`src/inc/imc_pkg.sv`:
```
package imc_pkg;
    // Register word addresses on the Avalon-MM slave (one index per 32-bit register).
    localparam logic [3:0] OFS_DATA   = 4'h0;
    localparam logic [3:0] OFS_TARGET = 4'h1;
    localparam logic [3:0] OFS_CMD    = 4'h2;
    localparam logic [3:0] OFS_STATUS = 4'h3;
    localparam logic [3:0] OFS_CTRL   = 4'h4;
    localparam logic [3:0] OFS_DIV    = 4'h5;
    localparam logic [3:0] OFS_IRQ    = 4'h6;
    localparam logic [3:0] OFS_MASK   = 4'h7;
    localparam logic [3:0] OFS_MIS    = 4'h8;

    // Command bit layout: run, start, stop, ack, receive.
    localparam int CB_RUN   = 0;
    localparam int CB_START = 1;
    localparam int CB_STOP  = 2;
    localparam int CB_ACK   = 3;
    localparam int CB_RECV  = 4;
    localparam logic [4:0] CMD_SINGLE_SEND      = 5'h07;
    localparam logic [4:0] CMD_SINGLE_RECEIVE   = 5'h17;
    localparam logic [4:0] CMD_MULTI_WRITE_FIRST = 5'h03;
    localparam logic [4:0] CMD_MULTI_WRITE_NEXT  = 5'h01;
    localparam logic [4:0] CMD_MULTI_WRITE_LAST  = 5'h05;
    localparam logic [4:0] CMD_MULTI_WRITE_ABORT = 5'h04;
    localparam logic [4:0] CMD_MULTI_READ_FIRST  = 5'h1b;
    localparam logic [4:0] CMD_MULTI_READ_NEXT   = 5'h19;
    localparam logic [4:0] CMD_MULTI_READ_LAST   = 5'h15;
    localparam logic [4:0] CMD_MULTI_READ_ABORT  = 5'h14;

    localparam logic [1:0] ERR_NONE             = 2'h0;
    localparam logic [1:0] ERR_ADDRESS_NACK     = 2'h1;
    localparam logic [1:0] ERR_DATA_NACK        = 2'h2;
    localparam logic [1:0] ERR_ARBITRATION_LOST = 2'h3;

    // Status register bit positions.
    localparam int SB_ENGINE_BUSY = 0;
    localparam int SB_BUS_OCCUPIED = 1;
    localparam int SB_ERR_LO      = 2;

    localparam int  CLOCK_HZ        = 200_000_000;
    localparam int  RATE_STD_HZ     = 100_000;
    localparam int  RATE_FAST_HZ    = 400_000;
    // One bit time is four quarter phases.
    localparam int  QUARTERS_PER_BIT = 4;
    localparam logic [15:0] DIV_STD_RESET =
        16'(CLOCK_HZ / (RATE_STD_HZ * QUARTERS_PER_BIT));

    typedef enum logic [6:0] {
        IMC_IDLE  = 7'h01,
        IMC_START = 7'h02,
        IMC_ADDR  = 7'h04,
        IMC_DATA  = 7'h08,
        IMC_ACK   = 7'h10,
        IMC_STOP  = 7'h20,
        IMC_HOLD  = 7'h40
    } imc_state_e;
endpackage

```
`src/logic/imc_tick.sv`:
```
`timescale 1ns/1ps
module imc_tick #(
    parameter int WIDTH = 16
) (
    input  wire logic             i_clock,
    input  wire logic             i_rst_n,
    input  wire logic             i_run,
    input  wire logic [WIDTH-1:0] i_divisor,
    output logic                  o_tick
);
    logic [WIDTH-1:0] count;

    initial begin
        if (WIDTH < 2) $error("imc_tick width too small");
    end

    // A divisor of zero is treated as one so the engine never stalls forever.
    always_ff @(posedge i_clock or negedge i_rst_n) begin
        if (!i_rst_n) begin
            count  <= '0;
            o_tick <= 1'b0;
        end else if (!i_run) begin
            count  <= '0;
            o_tick <= 1'b0;
        end else if (count + WIDTH'(1) >= i_divisor) begin
            count  <= '0;
            o_tick <= 1'b1;
        end else begin
            count  <= count + WIDTH'(1);
            o_tick <= 1'b0;
        end
    end
endmodule

```
`src/logic/imc_bus_watch.sv`:
```
`timescale 1ns/1ps
module imc_bus_watch (
    input  wire logic i_clock,
    input  wire logic i_rst_n,
    input  wire logic i_scl,
    input  wire logic i_sda,
    output logic      o_occupied
);
    logic scl_q;
    logic sda_q;

    // Pins are synchronous; a start is SDA falling with SCL high, a stop SDA rising.
    always_ff @(posedge i_clock or negedge i_rst_n) begin
        if (!i_rst_n) begin
            scl_q      <= 1'b1;
            sda_q      <= 1'b1;
            o_occupied <= 1'b0;
        end else begin
            scl_q <= i_scl;
            sda_q <= i_sda;
            if (scl_q && i_scl && sda_q && !i_sda) begin
                o_occupied <= 1'b1;
            end else if (scl_q && i_scl && !sda_q && i_sda) begin
                o_occupied <= 1'b0;
            end
        end
    end
endmodule

```
`src/logic/imc_master.sv`:
```
// Behaviour
// [RULE1] Bus occupied flag tracks any master's traffic.
// [RULE2] Engine busy while own transfer runs.
// [RULE3] Ten single and burst command codes accepted.
// [RULE4] One error code reported per operation.
// [RULE5] Data read returns last received byte.
// [RULE6] Data write stores next byte to send.
// [RULE7] Serial clock 400 kbps fast, else 100.
// [RULE8] Divider programmed first, then engine enabled; here a control write reloads the divisor, so it is programmed after.
// [RULE9] Bit timing derived from the module clock.
// [RULE10] Cleared enable halts all master operation.
// [RULE11] Interrupt clear drops the latched source.
// [RULE12] Mask bit gates interrupt to processor.
// [RULE13] Software clears interrupt early in handler.
// [RULE14] Interrupt on completion or error abort.
// [RULE15] Start commands arbitrate, start, send address.
// [RULE16] Seven-bit target with read/write direction bit.
// [RULE17] Raw and masked interrupt status readable.
// [RULE18] Finish sends last byte; error-stop stops.
`timescale 1ns/1ps
module imc_master
    import imc_pkg::*;
#(
    parameter int DIV_WIDTH = 16
) (
    input  wire logic        i_clock,
    input  wire logic        i_rst_n,
    input  wire logic [3:0]  i_address,
    input  wire logic        i_read,
    input  wire logic        i_write,
    input  wire logic [31:0] i_writedata,
    output logic [31:0]      o_readdata,
    output logic             o_waitrequest,
    input  wire logic        i_scl,
    input  wire logic        i_sda,
    output logic             o_scl_oe,
    output logic             o_sda_oe,
    output logic             o_scl_out,
    output logic             o_sda_out,
    output logic             o_irq
);
    initial begin
        if (DIV_WIDTH < 8 || DIV_WIDTH > 16) $error("imc_master divider width unsupported");
    end

    imc_state_e       state;
    logic [7:0]       tx_byte;
    logic [7:0]       rx_byte;
    logic [6:0]       target;
    logic             recv_dir;
    logic [4:0]       cmd;
    logic             enable;
    logic             fast_speed_select;
    logic [15:0]      divisor;
    logic [1:0]       err;
    logic             irq_raw;
    logic             irq_mask;
    logic             answered;
    logic [7:0]       shift;
    logic [2:0]       bit_cnt;
    logic [1:0]       phase;
    logic             tick;
    logic             occupied;
    logic             done_evt;
    logic             cmd_go;
    logic             drive_sda;
    logic             ack_in;
    logic             shift_was_addr;

    wire logic wr_hit = i_write && !answered;
    wire logic rd_hit = i_read && !answered;
    // Waiting between burst bytes is not busy, so software can load the next byte.
    wire logic busy   = (state != IMC_IDLE) && (state != IMC_HOLD);

    // Every access is answered on the second edge: waitrequest falls for one cycle.
    always_ff @(posedge i_clock or negedge i_rst_n) begin
        if (!i_rst_n) begin
            answered      <= 1'b0;
            o_waitrequest <= 1'b1;
        end else begin
            answered      <= (i_read || i_write) && !answered;
            o_waitrequest <= !((i_read || i_write) && !answered);
        end
    end

    always_ff @(posedge i_clock or negedge i_rst_n) begin
        if (!i_rst_n) begin
            o_readdata <= '0;
        end else if (rd_hit) begin
            unique case (i_address)
                OFS_DATA:   o_readdata <= {24'h000000, rx_byte};  // see [RULE5]
                OFS_TARGET: o_readdata <= {24'h000000, recv_dir, target};
                OFS_CMD:    o_readdata <= {27'h0000000, cmd};
                OFS_STATUS: o_readdata <= {28'h0000000, err, occupied, busy};  // see [RULE1] see [RULE2] see [RULE4]
                OFS_CTRL:   o_readdata <= {30'h00000000, fast_speed_select, enable};
                OFS_DIV:    o_readdata <= {16'h0000, divisor};
                OFS_IRQ:    o_readdata <= {31'h00000000, irq_raw};  // see [RULE17]
                OFS_MASK:   o_readdata <= {31'h00000000, irq_mask};
                OFS_MIS:    o_readdata <= {31'h00000000, irq_raw & irq_mask};  // see [RULE17]
                default:    o_readdata <= '0;
            endcase
        end
    end

    // Writing the speed select loads the matching divisor; software may then override it.
    always_ff @(posedge i_clock or negedge i_rst_n) begin
        if (!i_rst_n) begin
            enable            <= 1'b0;
            fast_speed_select <= 1'b0;
            divisor           <= DIV_STD_RESET;
            irq_mask          <= 1'b0;
            target            <= '0;
            recv_dir          <= 1'b0;
            tx_byte           <= '0;
        end else if (wr_hit) begin
            if (i_address == OFS_CTRL) begin
                enable            <= i_writedata[0];  // see [RULE8] see [RULE10]
                fast_speed_select <= i_writedata[1];
                divisor <= i_writedata[1] ? 16'(CLOCK_HZ / (RATE_FAST_HZ * QUARTERS_PER_BIT))
                                          : DIV_STD_RESET;  // see [RULE7] see [RULE9]
            end
            if (i_address == OFS_DIV) divisor <= i_writedata[15:0];
            if (i_address == OFS_MASK) irq_mask <= i_writedata[0];  // see [RULE12]
            if (i_address == OFS_TARGET) begin
                target   <= i_writedata[6:0];  // see [RULE16]
                recv_dir <= i_writedata[7];
            end
            if (i_address == OFS_DATA && !busy) tx_byte <= i_writedata[7:0];  // see [RULE6]
        end
    end

    // A command is taken only while enabled and idle, or between burst bytes.
    assign cmd_go = wr_hit && i_address == OFS_CMD && enable && (state == IMC_IDLE || state == IMC_HOLD);

    imc_tick #(
        .WIDTH(16)
    ) u_tick (
        .i_clock  (i_clock),
        .i_rst_n  (i_rst_n),
        .i_run    (enable && busy),
        .i_divisor(divisor),
        .o_tick   (tick)
    );

    imc_bus_watch u_watch (
        .i_clock   (i_clock),
        .i_rst_n   (i_rst_n),
        .i_scl     (i_scl),
        .i_sda     (i_sda),
        .o_occupied(occupied)
    );

    assign ack_in = !i_sda;

    // Open-drain pins: the engine only ever drives low.
    always_ff @(posedge i_clock or negedge i_rst_n) begin
        if (!i_rst_n) begin
            state     <= IMC_IDLE;
            cmd       <= '0;
            shift     <= '0;
            bit_cnt   <= '0;
            phase     <= '0;
            err       <= ERR_NONE;
            rx_byte   <= '0;
            o_scl_oe  <= 1'b0;
            o_sda_oe  <= 1'b0;
            drive_sda <= 1'b0;
            done_evt  <= 1'b0;
        end else begin
            done_evt <= 1'b0;
            if (!enable) begin
                state    <= IMC_IDLE;  // see [RULE10]
                o_scl_oe <= 1'b0;
                o_sda_oe <= 1'b0;
            end else if (cmd_go) begin
                cmd   <= i_writedata[4:0];  // see [RULE3]
                phase <= '0;
                err   <= ERR_NONE;
                if (i_writedata[CB_START]) begin
                    if (occupied && state == IMC_IDLE) begin
                        err      <= ERR_ARBITRATION_LOST;  // see [RULE15]
                        done_evt <= 1'b1;
                    end else begin
                        state <= IMC_START;
                        shift <= {target, recv_dir};  // see [RULE16]
                    end
                end else if (i_writedata[CB_RUN]) begin
                    state   <= IMC_DATA;
                    shift   <= tx_byte;
                    bit_cnt <= '0;
                end else if (i_writedata[CB_STOP]) begin
                    state <= IMC_STOP;  // see [RULE18]
                end
            end else if (tick && !(phase == 2'h2 && !i_scl)) begin
                // A target stretching the clock stalls the engine before sampling.
                phase <= phase + 2'h1;
                unique case (state)
                    IMC_START: begin
                        if (phase == 2'h1) o_sda_oe <= 1'b1;
                        if (phase == 2'h3) begin
                            o_scl_oe <= 1'b1;
                            state    <= IMC_ADDR;  // see [RULE15]
                            bit_cnt  <= '0;
                        end
                    end
                    IMC_ADDR, IMC_DATA: begin
                        if (phase == 2'h0) begin
                            drive_sda <= (state == IMC_DATA && cmd[CB_RECV]) ? 1'b0 : !shift[7];
                            o_sda_oe  <= (state == IMC_DATA && cmd[CB_RECV]) ? 1'b0 : !shift[7];
                        end
                        if (phase == 2'h1) o_scl_oe <= 1'b0;
                        if (phase == 2'h2 && drive_sda == 1'b0 && !i_sda
                            && !(state == IMC_DATA && cmd[CB_RECV])) begin
                            err      <= ERR_ARBITRATION_LOST;  // see [RULE4]
                            state    <= IMC_IDLE;
                            o_sda_oe <= 1'b0;
                            done_evt <= 1'b1;  // see [RULE14]
                        end else if (phase == 2'h2) begin
                            shift <= {shift[6:0], i_sda};
                        end
                        if (phase == 2'h3) begin
                            o_scl_oe <= 1'b1;
                            bit_cnt  <= bit_cnt + 3'h1;
                            if (bit_cnt == 3'h7) state <= IMC_ACK;
                        end
                    end
                    IMC_ACK: begin
                        if (phase == 2'h0) begin
                            o_sda_oe <= cmd[CB_RECV] && bit_cnt == 3'h0 && cmd[CB_ACK] && !shift_was_addr;
                        end
                        if (phase == 2'h1) o_scl_oe <= 1'b0;
                        if (phase == 2'h2) begin
                            if (shift_was_addr) begin
                                if (!ack_in) err <= ERR_ADDRESS_NACK;
                            end else if (!cmd[CB_RECV]) begin
                                if (!ack_in) err <= ERR_DATA_NACK;
                            end else begin
                                rx_byte <= shift;  // see [RULE5]
                            end
                        end
                        if (phase == 2'h3) begin
                            o_scl_oe <= 1'b1;
                            if (err != ERR_NONE) begin
                                state <= IMC_STOP;  // see [RULE14]
                            end else if (shift_was_addr && cmd[CB_RUN]) begin
                                state   <= IMC_DATA;
                                shift   <= tx_byte;
                                bit_cnt <= '0;
                            end else if (cmd[CB_STOP]) begin
                                state <= IMC_STOP;  // see [RULE18]
                            end else begin
                                state    <= IMC_HOLD;
                                done_evt <= 1'b1;  // see [RULE2] see [RULE14]
                            end
                        end
                    end
                    IMC_STOP: begin
                        if (phase == 2'h0) o_sda_oe <= 1'b1;
                        if (phase == 2'h1) o_scl_oe <= 1'b0;
                        if (phase == 2'h3) begin
                            o_sda_oe <= 1'b0;
                            state    <= IMC_IDLE;
                            done_evt <= 1'b1;  // see [RULE14]
                        end
                    end
                    default: begin
                    end
                endcase
            end
        end
    end

    // The address byte is acknowledged before any data; track which byte just ended.
    always_ff @(posedge i_clock or negedge i_rst_n) begin
        if (!i_rst_n) begin
            shift_was_addr <= 1'b0;
        end else if (state == IMC_START) begin
            shift_was_addr <= 1'b1;
        end else if (state == IMC_DATA) begin
            shift_was_addr <= 1'b0;
        end
    end

    assign o_scl_out = 1'b0;
    assign o_sda_out = 1'b0;

    // The set wins over a same-cycle write-one-to-clear, so no completion is lost.
    always_ff @(posedge i_clock or negedge i_rst_n) begin
        if (!i_rst_n) begin
            irq_raw <= 1'b0;
        end else if (done_evt) begin
            irq_raw <= 1'b1;  // see [RULE14]
        end else if (wr_hit && i_address == OFS_IRQ && i_writedata[0]) begin
            irq_raw <= 1'b0;  // see [RULE11] see [RULE13]
        end
    end

    always_ff @(posedge i_clock or negedge i_rst_n) begin
        if (!i_rst_n) begin
            o_irq <= 1'b0;
        end else begin
            o_irq <= irq_raw && irq_mask;  // see [RULE12]
        end
    end

    irq_set_a: assert property (@(posedge i_clock) disable iff (!i_rst_n)
        done_evt |=> irq_raw) else $error("completion did not latch interrupt");  // see [RULE14]
    irq_mask_a: assert property (@(posedge i_clock) disable iff (!i_rst_n)
        (irq_raw && irq_mask) |=> ##0 (o_irq || $past(done_evt) || !irq_raw))
        else $error("masked interrupt missing");  // see [RULE12]
    irq_block_a: assert property (@(posedge i_clock) disable iff (!i_rst_n)
        !irq_mask |=> !o_irq) else $error("interrupt passed while masked");  // see [RULE12]
    irq_clear_a: assert property (@(posedge i_clock) disable iff (!i_rst_n)
        (wr_hit && i_address == OFS_IRQ && i_writedata[0] && !done_evt) |=> !irq_raw)
        else $error("clear did not drop interrupt");  // see [RULE11]
    off_idle_a: assert property (@(posedge i_clock) disable iff (!i_rst_n)
        !enable |=> (state == IMC_IDLE)) else $error("engine ran while disabled");  // see [RULE10]
    bus_answer_a: assert property (@(posedge i_clock) disable iff (!i_rst_n)
        ((i_read || i_write) && o_waitrequest) |-> ##[0:1] !o_waitrequest)
        else $error("bus access not answered");  // see [RULE2]
    start_go_a: assert property (@(posedge i_clock) disable iff (!i_rst_n)
        (cmd_go && i_writedata[CB_START] && !occupied && state == IMC_IDLE) |=> state == IMC_START)
        else $error("start command not taken");  // see [RULE15]
    data_hold_a: assert property (@(posedge i_clock) disable iff (!i_rst_n)
        (wr_hit && i_address == OFS_DATA && !busy) |=> tx_byte == $past(i_writedata[7:0]))
        else $error("transmit byte not stored");  // see [RULE6]

    cmd_cov: cover property (@(posedge i_clock) disable iff (!i_rst_n) cmd_go);
    done_cov: cover property (@(posedge i_clock) disable iff (!i_rst_n) done_evt && err == ERR_NONE);
    nack_cov: cover property (@(posedge i_clock) disable iff (!i_rst_n) err == ERR_ADDRESS_NACK);
endmodule

```
`config.mk`:
```
export PLATFORM = sky130hd
export DESIGN_NAME = imc_master
export DESIGN_NICKNAME = d
export VERILOG_FILES = /design/src/inc/imc_pkg.sv /design/src/logic/imc_tick.sv /design/src/logic/imc_bus_watch.sv /design/src/logic/imc_master.sv
export SDC_FILE = /design/constraint.sdc
export NUM_CORES = 1
export LEC_CHECK = 0
export BUFFER_PORTS_ARGS = -buffer_cell sky130_fd_sc_hd__buf_4
export CAP_MARGIN = 20
export CORE_ASPECT_RATIO = 1.25
export CORE_UTILIZATION = 50
export DETAILED_ROUTE_END_ITERATION = 6
export PLACE_DENSITY = 0.74
export SYNTH_ARGS = -nofsm -noshare
export SYNTH_HDL_FRONTEND = slang
export SYNTH_SLANG_ARGS = --single-unit
```
`constraint.sdc`:
```
create_clock -name i_clock -period 4.4 [get_ports i_clock]
set_clock_uncertainty 0.1 [all_clocks]
set_input_delay 0 -clock i_clock [delete_from_list [all_inputs] [get_ports i_clock]]
set_output_delay 0 -clock i_clock [all_outputs]
set_load 0.01 [all_outputs]
```
==> results.toml, run 1 <==
[outcome]
status = "completed"

[placement]
dp_hpwl_um = 11700
pre_cts_ws_ps = 908
dpl_cell_area_um2 = 6730
place_inst = 827
portBuffers = 45
routabilityCongestion = 0.921

[power]
vdd_ir_drop_max_v = 0.000280
power_density_nw_per_um2 = 398
power_mw = 3.09
leakagePower_nw = 3.69

[flow_run]
max_cap_viol_count = 0

[floorplanning]
dieArea_um2 = 13200
start_util_pct = 51.9
row_count = 45
die_h_um = 128
io_pins = 80
die_x_um = 103
core_um2 = 12300

[worst_hold_path]
hold_class = "input port to register"

[grt]
grt_usage_pct = 28.0
antenna_found_initial = 0
use_met3_pct = 6.60
grt_max_degree = 83
grtUsageMet2_pct = 49.1
grt_pass1_vias = 5446
gr-usage-met1_pct = 30.9
grt_busiest_layer = "met2"
grt_pass1_wl_um = 27400
grt_overflow = 0

[synth]
synth_seq_cells = 115
synth_top_area_share_pct = 41.2
synth_xor_area_share_pct = 2.20
yosys.area_share.simple_pct = 17.1
synth-async-reset-ratio_pct = 100
syn_inst = 645
synth_edf_count = 0
muxShareOfSynthArea_pct = 8.13
synth-main-ff-cell = "dfrtp_1"
synth_seq_area_share_pct = 45.4
synth_area_leader_cell = "dfrtp_1"
synth_area_leaders = "dfrtp_1 41%, ha_1 4.7%, dfstp_2 4.1%, mux2_2 3.5%, nand2_1 3.5%"
syn_avg_cell_area_um2 = 9.88
synthAdderAreaFrac_pct = 4.71
synth_top_family_by_area = "simple AND/OR/NAND/NOR gates"
yosys.cell_types.count = 69
synth-compound-area-share_pct = 15.7
yosysWarnings = 0
syn-cell-area_um2 = 6370

[timing]
max_freq_mhz = 280
drv_slew = 0
layout_setup_ws_ps = 829
finalHoldViolCount = 0
slew_headroom_pct = 30.0
tightest_slew_ps = 1050
tns_ps = 0
fin_crit_sh_pct = 81.2
rsz0062_at_grt = "false"
final.min_clock_period_ps = 3570
setup-violations-final = 0

[cts]
clock_latency_ps = 430
clock_tree.buffer_depth = 2
clkTransAtPathRegs_ps = 50
numCtsBuffers = 17
clock_sinks = 115
cts_root_buffer = "clkbuf_16"
cts_tree = "done"
postCtsSetupBuffers = 0
cts.htree.levels = 4
cts_hold_buf = 33
cts_resized = 0

[final_layout]
final_common_cell = "dfrtp_1"
finalNonFillerCells = 897
area_growth_pct = 21.5
final_cell_mix = "105 x dfrtp_1, 59 x nand2_1, 48 x buf_4"
layout.nets = 786
antenna_cells = 0
layout-drive-gt1-share_pct = 18.3
postLayoutCellArea_um2 = 7740

[worst_setup_path]
critPathMaxFanout = 9
worst-setup-path-type = "register to register"
end_kind = "register"
worstSetupStartpointType = "register"
required_ps = 4650
critPathArrivalTime_ps = 3820

[route]
route.detailed.drc = 0
routed_wl_um = 17100
dr.first_iter.drc_count = 238
num_vias = 5202
avgRoutedWirePerCell_um = 19.1
ant_nets = 0
drtPass1Iterations = 6
vias_per_cell = 5.80
-- synth_stat cells, drive strengths merged (2+ instances only) --
library cell	count
ha	24
nor2b	25
a21oi	26
nor4b	3
nor2	33
a21o	5
mux2	38
dfstp	10
a22oi	4
nand2	59
nor4	4
o21ai	50
clkbuf	17
a211oi	4
and2	4
a221oi	2
xor2	9
or4	2
dfrtp	105
o22ai	9
o32ai	4
nor3	12
mux2i	6
buf	29
a222oi	3
a22o	13
o211ai	6
o311a	3
nand2b	8
nor3b	3
and3	8
nand3	28
o21a	2
a31oi	12
xnor2	7
inv	42
nand4	5
or3	3
-- per-layer routing --
metal	vias up	part of all wire [%]
met1	2565	40
li1	2420	-
met3	52	4.6
met4	0	3.8
met5	-	0
met2	165	52
-- per-stage QoR --
stage,util [%],hold WS (ps)
5_1_grt,63.1,110
2_1_floorplan,-,-396
6_report,63.1,102
3_3_place_gp,54.8,52.4
3_5_place_dp,54.8,53.0
4_1_cts,62.6,85.6
-- critical path, cell delays in order (launching register included) --
cell and delay (ps):
dfrtp_1 430, ha_1 210, and3_1 220, nand4_1 140
nor2_1 170, and4_1 230, xor2_1 280, ha_1 310
a21o_1 180, a21oi_1 220, o21ai_0 120, o21ai_0 240
o21ai_1 260, buf_4 260, nor2b_1 120
-- flip-flops by register name, indices dropped and copies added, names as in the netlist, 2 cells and up --
name	flops
state	7
divisor	16
err	2
phase	2
shift	8
target	7
bit_cnt	3
cmd	5
o_readdata	16
rx_byte	8
u_tick.count	16
tx_byte	8
-- report_power, final --
part           internal [mW]  total (mW)  switching (mW)  leakage, nW
Clock                  0.950        1.47           0.521        0.300
Combinational          0.157       0.359           0.202         1.88
Sequential              1.17        1.25          0.0847         1.51
Total                   2.28        3.09           0.807         3.69
-- cell type report --
class | count | area [um^2]
fill | 981 | 4530
multi-input combinational | 459 | 3120
sequential | 115 | 2890
timing repair buffer | 85 | 741
clock buffer | 17 | 425
clock inverter | 15 | 205
tap | 164 | 205
inverter | 42 | 158
-- path summary, 6_finish.rpt --
kind | end | slack (ps) | start | cells past startpoint
hold reg to reg | irq_raw$_DFFE_PN0P_ | 330 | done_evt$_DFF_PN0_ | 1
hold / removal | o_readdata[5]$_DFFE_PN0P_ | 100 | i_address[2] | 4
min in group asynchronous | o_readdata[9]$_DFFE_PN0P_ | 460 | i_rst_n | 3
max in group asynchronous | cmd[2]$_DFFE_PN0P_ | 2640 | i_rst_n | 5
setup reg to reg | u_tick.count[2]$_DFF_PN0_ | 830 | u_tick.count[0]$_DFF_PN0_ | 14
setup / recovery | u_tick.count[2]$_DFF_PN0_ | 830 | u_tick.count[0]$_DFF_PN0_ | 14
-- cell families (layout without fill, tap and decap cells) --
group,after synthesis,in the layout
other,1,18
adders and majority gates,24,24
AOI/OAI and AO/OA,153,153
buffers and inverters,88,159
muxes,44,44
DFF,115,115
and+or+nand+nor,204,204
xor gates and xnor gates,16,16
Note: power is estimated with default switching activity, not from simulation.
==> run 2, diff against run 1 <==
Settings changed: PLACE_DENSITY 0.74 to 0.77.
Clock period 4.4 ns to 3.12 ns, I/O delays scaled along.
==> results.toml, run 2 (synthesis gave the netlist of run 1 again) <==
[outcome]
status = "completed"

[route]
route.met3.wl_um = 808
top_layer_used = "met4"
ant_nets = 0
wl_met1_um = 6380
route.detailed.drc = 0
drtPass1Iterations = 5
dr.first_iter.drc_count = 226
vias_per_cell = 5.87
routed_wl_um = 16700
avgRoutedWirePerCell_um = 18.5
num_vias = 5318
met2_length_um = 8870

[final_layout]
seqCellArea_um2 = 2890
final_common_cell = "dfrtp_1"
area_growth_pct = 23.3
largestRegisters = "divisor: 16 flops, o_readdata: 16 flops, u_tick.count: 16 flops"
layout-drive-gt1-share_pct = 20.2
antenna_cells = 0
multiInputGateArea_um2 = 3170
final_cell_mix = "105 x dfrtp_1, 59 x nand2_1, 57 x buf_4"
layout.nets = 796
fillers = 992

[cts]
clock_latency_ps = 420
cts_root_buffer = "clkbuf_16"
postCtsSetupBuffers = 0
clock_sinks = 115
clock_tree.buffer_depth = 2
cts_tree = "done"
cts.htree.levels = 4
numCtsBuffers = 17
clkTransAtPathRegs_ps = 50

[flow_run]
max_cap_viol_count = 0

[worst_hold_path]
hold_class = "input port to register"

[timing]
tightest_slew_ps = 874
max_freq_mhz = 326
fin_crit_sh_pct = 98.5
final.min_clock_period_ps = 3070
drv_slew = 0
holdWs_ps = 122
setup-violations-final = 0
tns_ps = 0
slew_headroom_pct = 41.8
finalHoldViolCount = 0

[worst_setup_path]
critPathMaxFanout = 16
end_kind = "register"
worstSetupStartpointType = "register"
required_ps = 3370
worst-setup-path-type = "register to register"
critPathArrivalTime_ps = 3320

[power]
power_density_nw_per_um2 = 544
vdd_ir_drop_max_v = 0.000398
leakagePower_nw = 3.74
power_mw = 4.27

[floorplanning]
core_um2 = 12300
die_x_um = 103
die_h_um = 128
row_count = 45
io_pins = 80
start_util_pct = 51.9
dieArea_um2 = 13200

[placement]
dp_hpwl_um = 11600
routabilityCongestion = 0.899
portBuffers = 45

[grt]
grt_max_degree = 69
grt_overflow = 0
grt_usage_pct = 27.1
antenna_found_initial = 0
grt_pass1_vias = 5365
grt_pass1_wl_um = 26800
## run 2: cell types whose count changed in the layout (fill, tap and decap cells not counted), moves of 2 or more
cell,delta
buf_4,+9
clkbuf_8,+4
clkinv_4,-3
inv_6,-3
dlygate4sd3_1,+2
xnor2_1,-2
xnor2_2,+2
## run 2: layer usage
metal	vias up	GRT usage, %
met5	-	0
met4	0	15.2
met3	50	7.42
met2	190	46.8
met1	2644	29.6
li1	2434	-
## run 2: worst paths after layout
kind	start	endpoint	slack, ps	depth (start not counted)
max	u_tick.count[1]$_DFF_PN0_	u_tick.count[9]$_DFF_PN0_	50	14
min in group asynchronous	i_rst_n	o_readdata[9]$_DFFE_PN0P_	140	2
min	i_address[2]	o_readdata[6]$_DFFE_PN0P_	120	4
min reg2reg	done_evt$_DFF_PN0_	irq_raw$_DFFE_PN0P_	330	1
max reg2reg	u_tick.count[1]$_DFF_PN0_	u_tick.count[9]$_DFF_PN0_	50	14
max in group asynchronous	i_rst_n	shift[6]$_DFFE_PN0P_	2030	3
## run 2: layout make-up
type / instances / area share [%]
multi-input combinational: 459 / 40.4
sequential: 115 / 36.8
timing repair buffer: 95 / 10.4
clock buffer: 22 / 6.16
tap: 164 / 2.61
inverter: 42 / 2.01
clock inverter: 9 / 1.62
## run 2: report_power, final
| group | leakage (nW) | switching, mW | internal (mW) | total [mW] |
|---|---|---|---|---|
| Combinational | 1.94 | 0.298 | 0.233 | 0.531 |
| Sequential | 1.51 | 0.103 | 1.65 | 1.76 |
| Clock | 0.294 | 0.660 | 1.33 | 1.99 |
| Total | 3.74 | 1.06 | 3.21 | 4.27 |
## run 2: per-stage QoR
| step | utilization [%] | setup slack, ps | instances | instance area (um^2) |
|---|---|---|---|---|
| finish | 64.0 | 47.8 | 906 | 7860 |
| global route | 64.0 | -113 | 906 | 7860 |
| CTS | 63.6 | 2.32 | 906 | 7800 |
| detailed placement | 55.6 | -56.3 | 839 | 6830 |
| global placement | 55.6 | 183 | 839 | 6830 |
| floorplan | - | 203 | 662 | 6430 |
## run 2: what timing repair did
action,in CTS,in global routing
resized for setup,1,12
hold buffers,36,0
pin swaps,0,2
setup endpoints to repair,9,16
hold endpoints to repair,110,0
## run 2: critical path, cell delays in order, from the launching register on
cell and delay (ps):
dfrtp_1 360, ha_2 200, and3_4 210, nand4_1 150, nor2_1 170, and4_4 280
xor2_2 200, ha_1 280, a21o_1 190, a21oi_2 180, o21ai_0 130, o21ai_1 170
o21ai_1 90, buf_6 170, nor2b_1 130
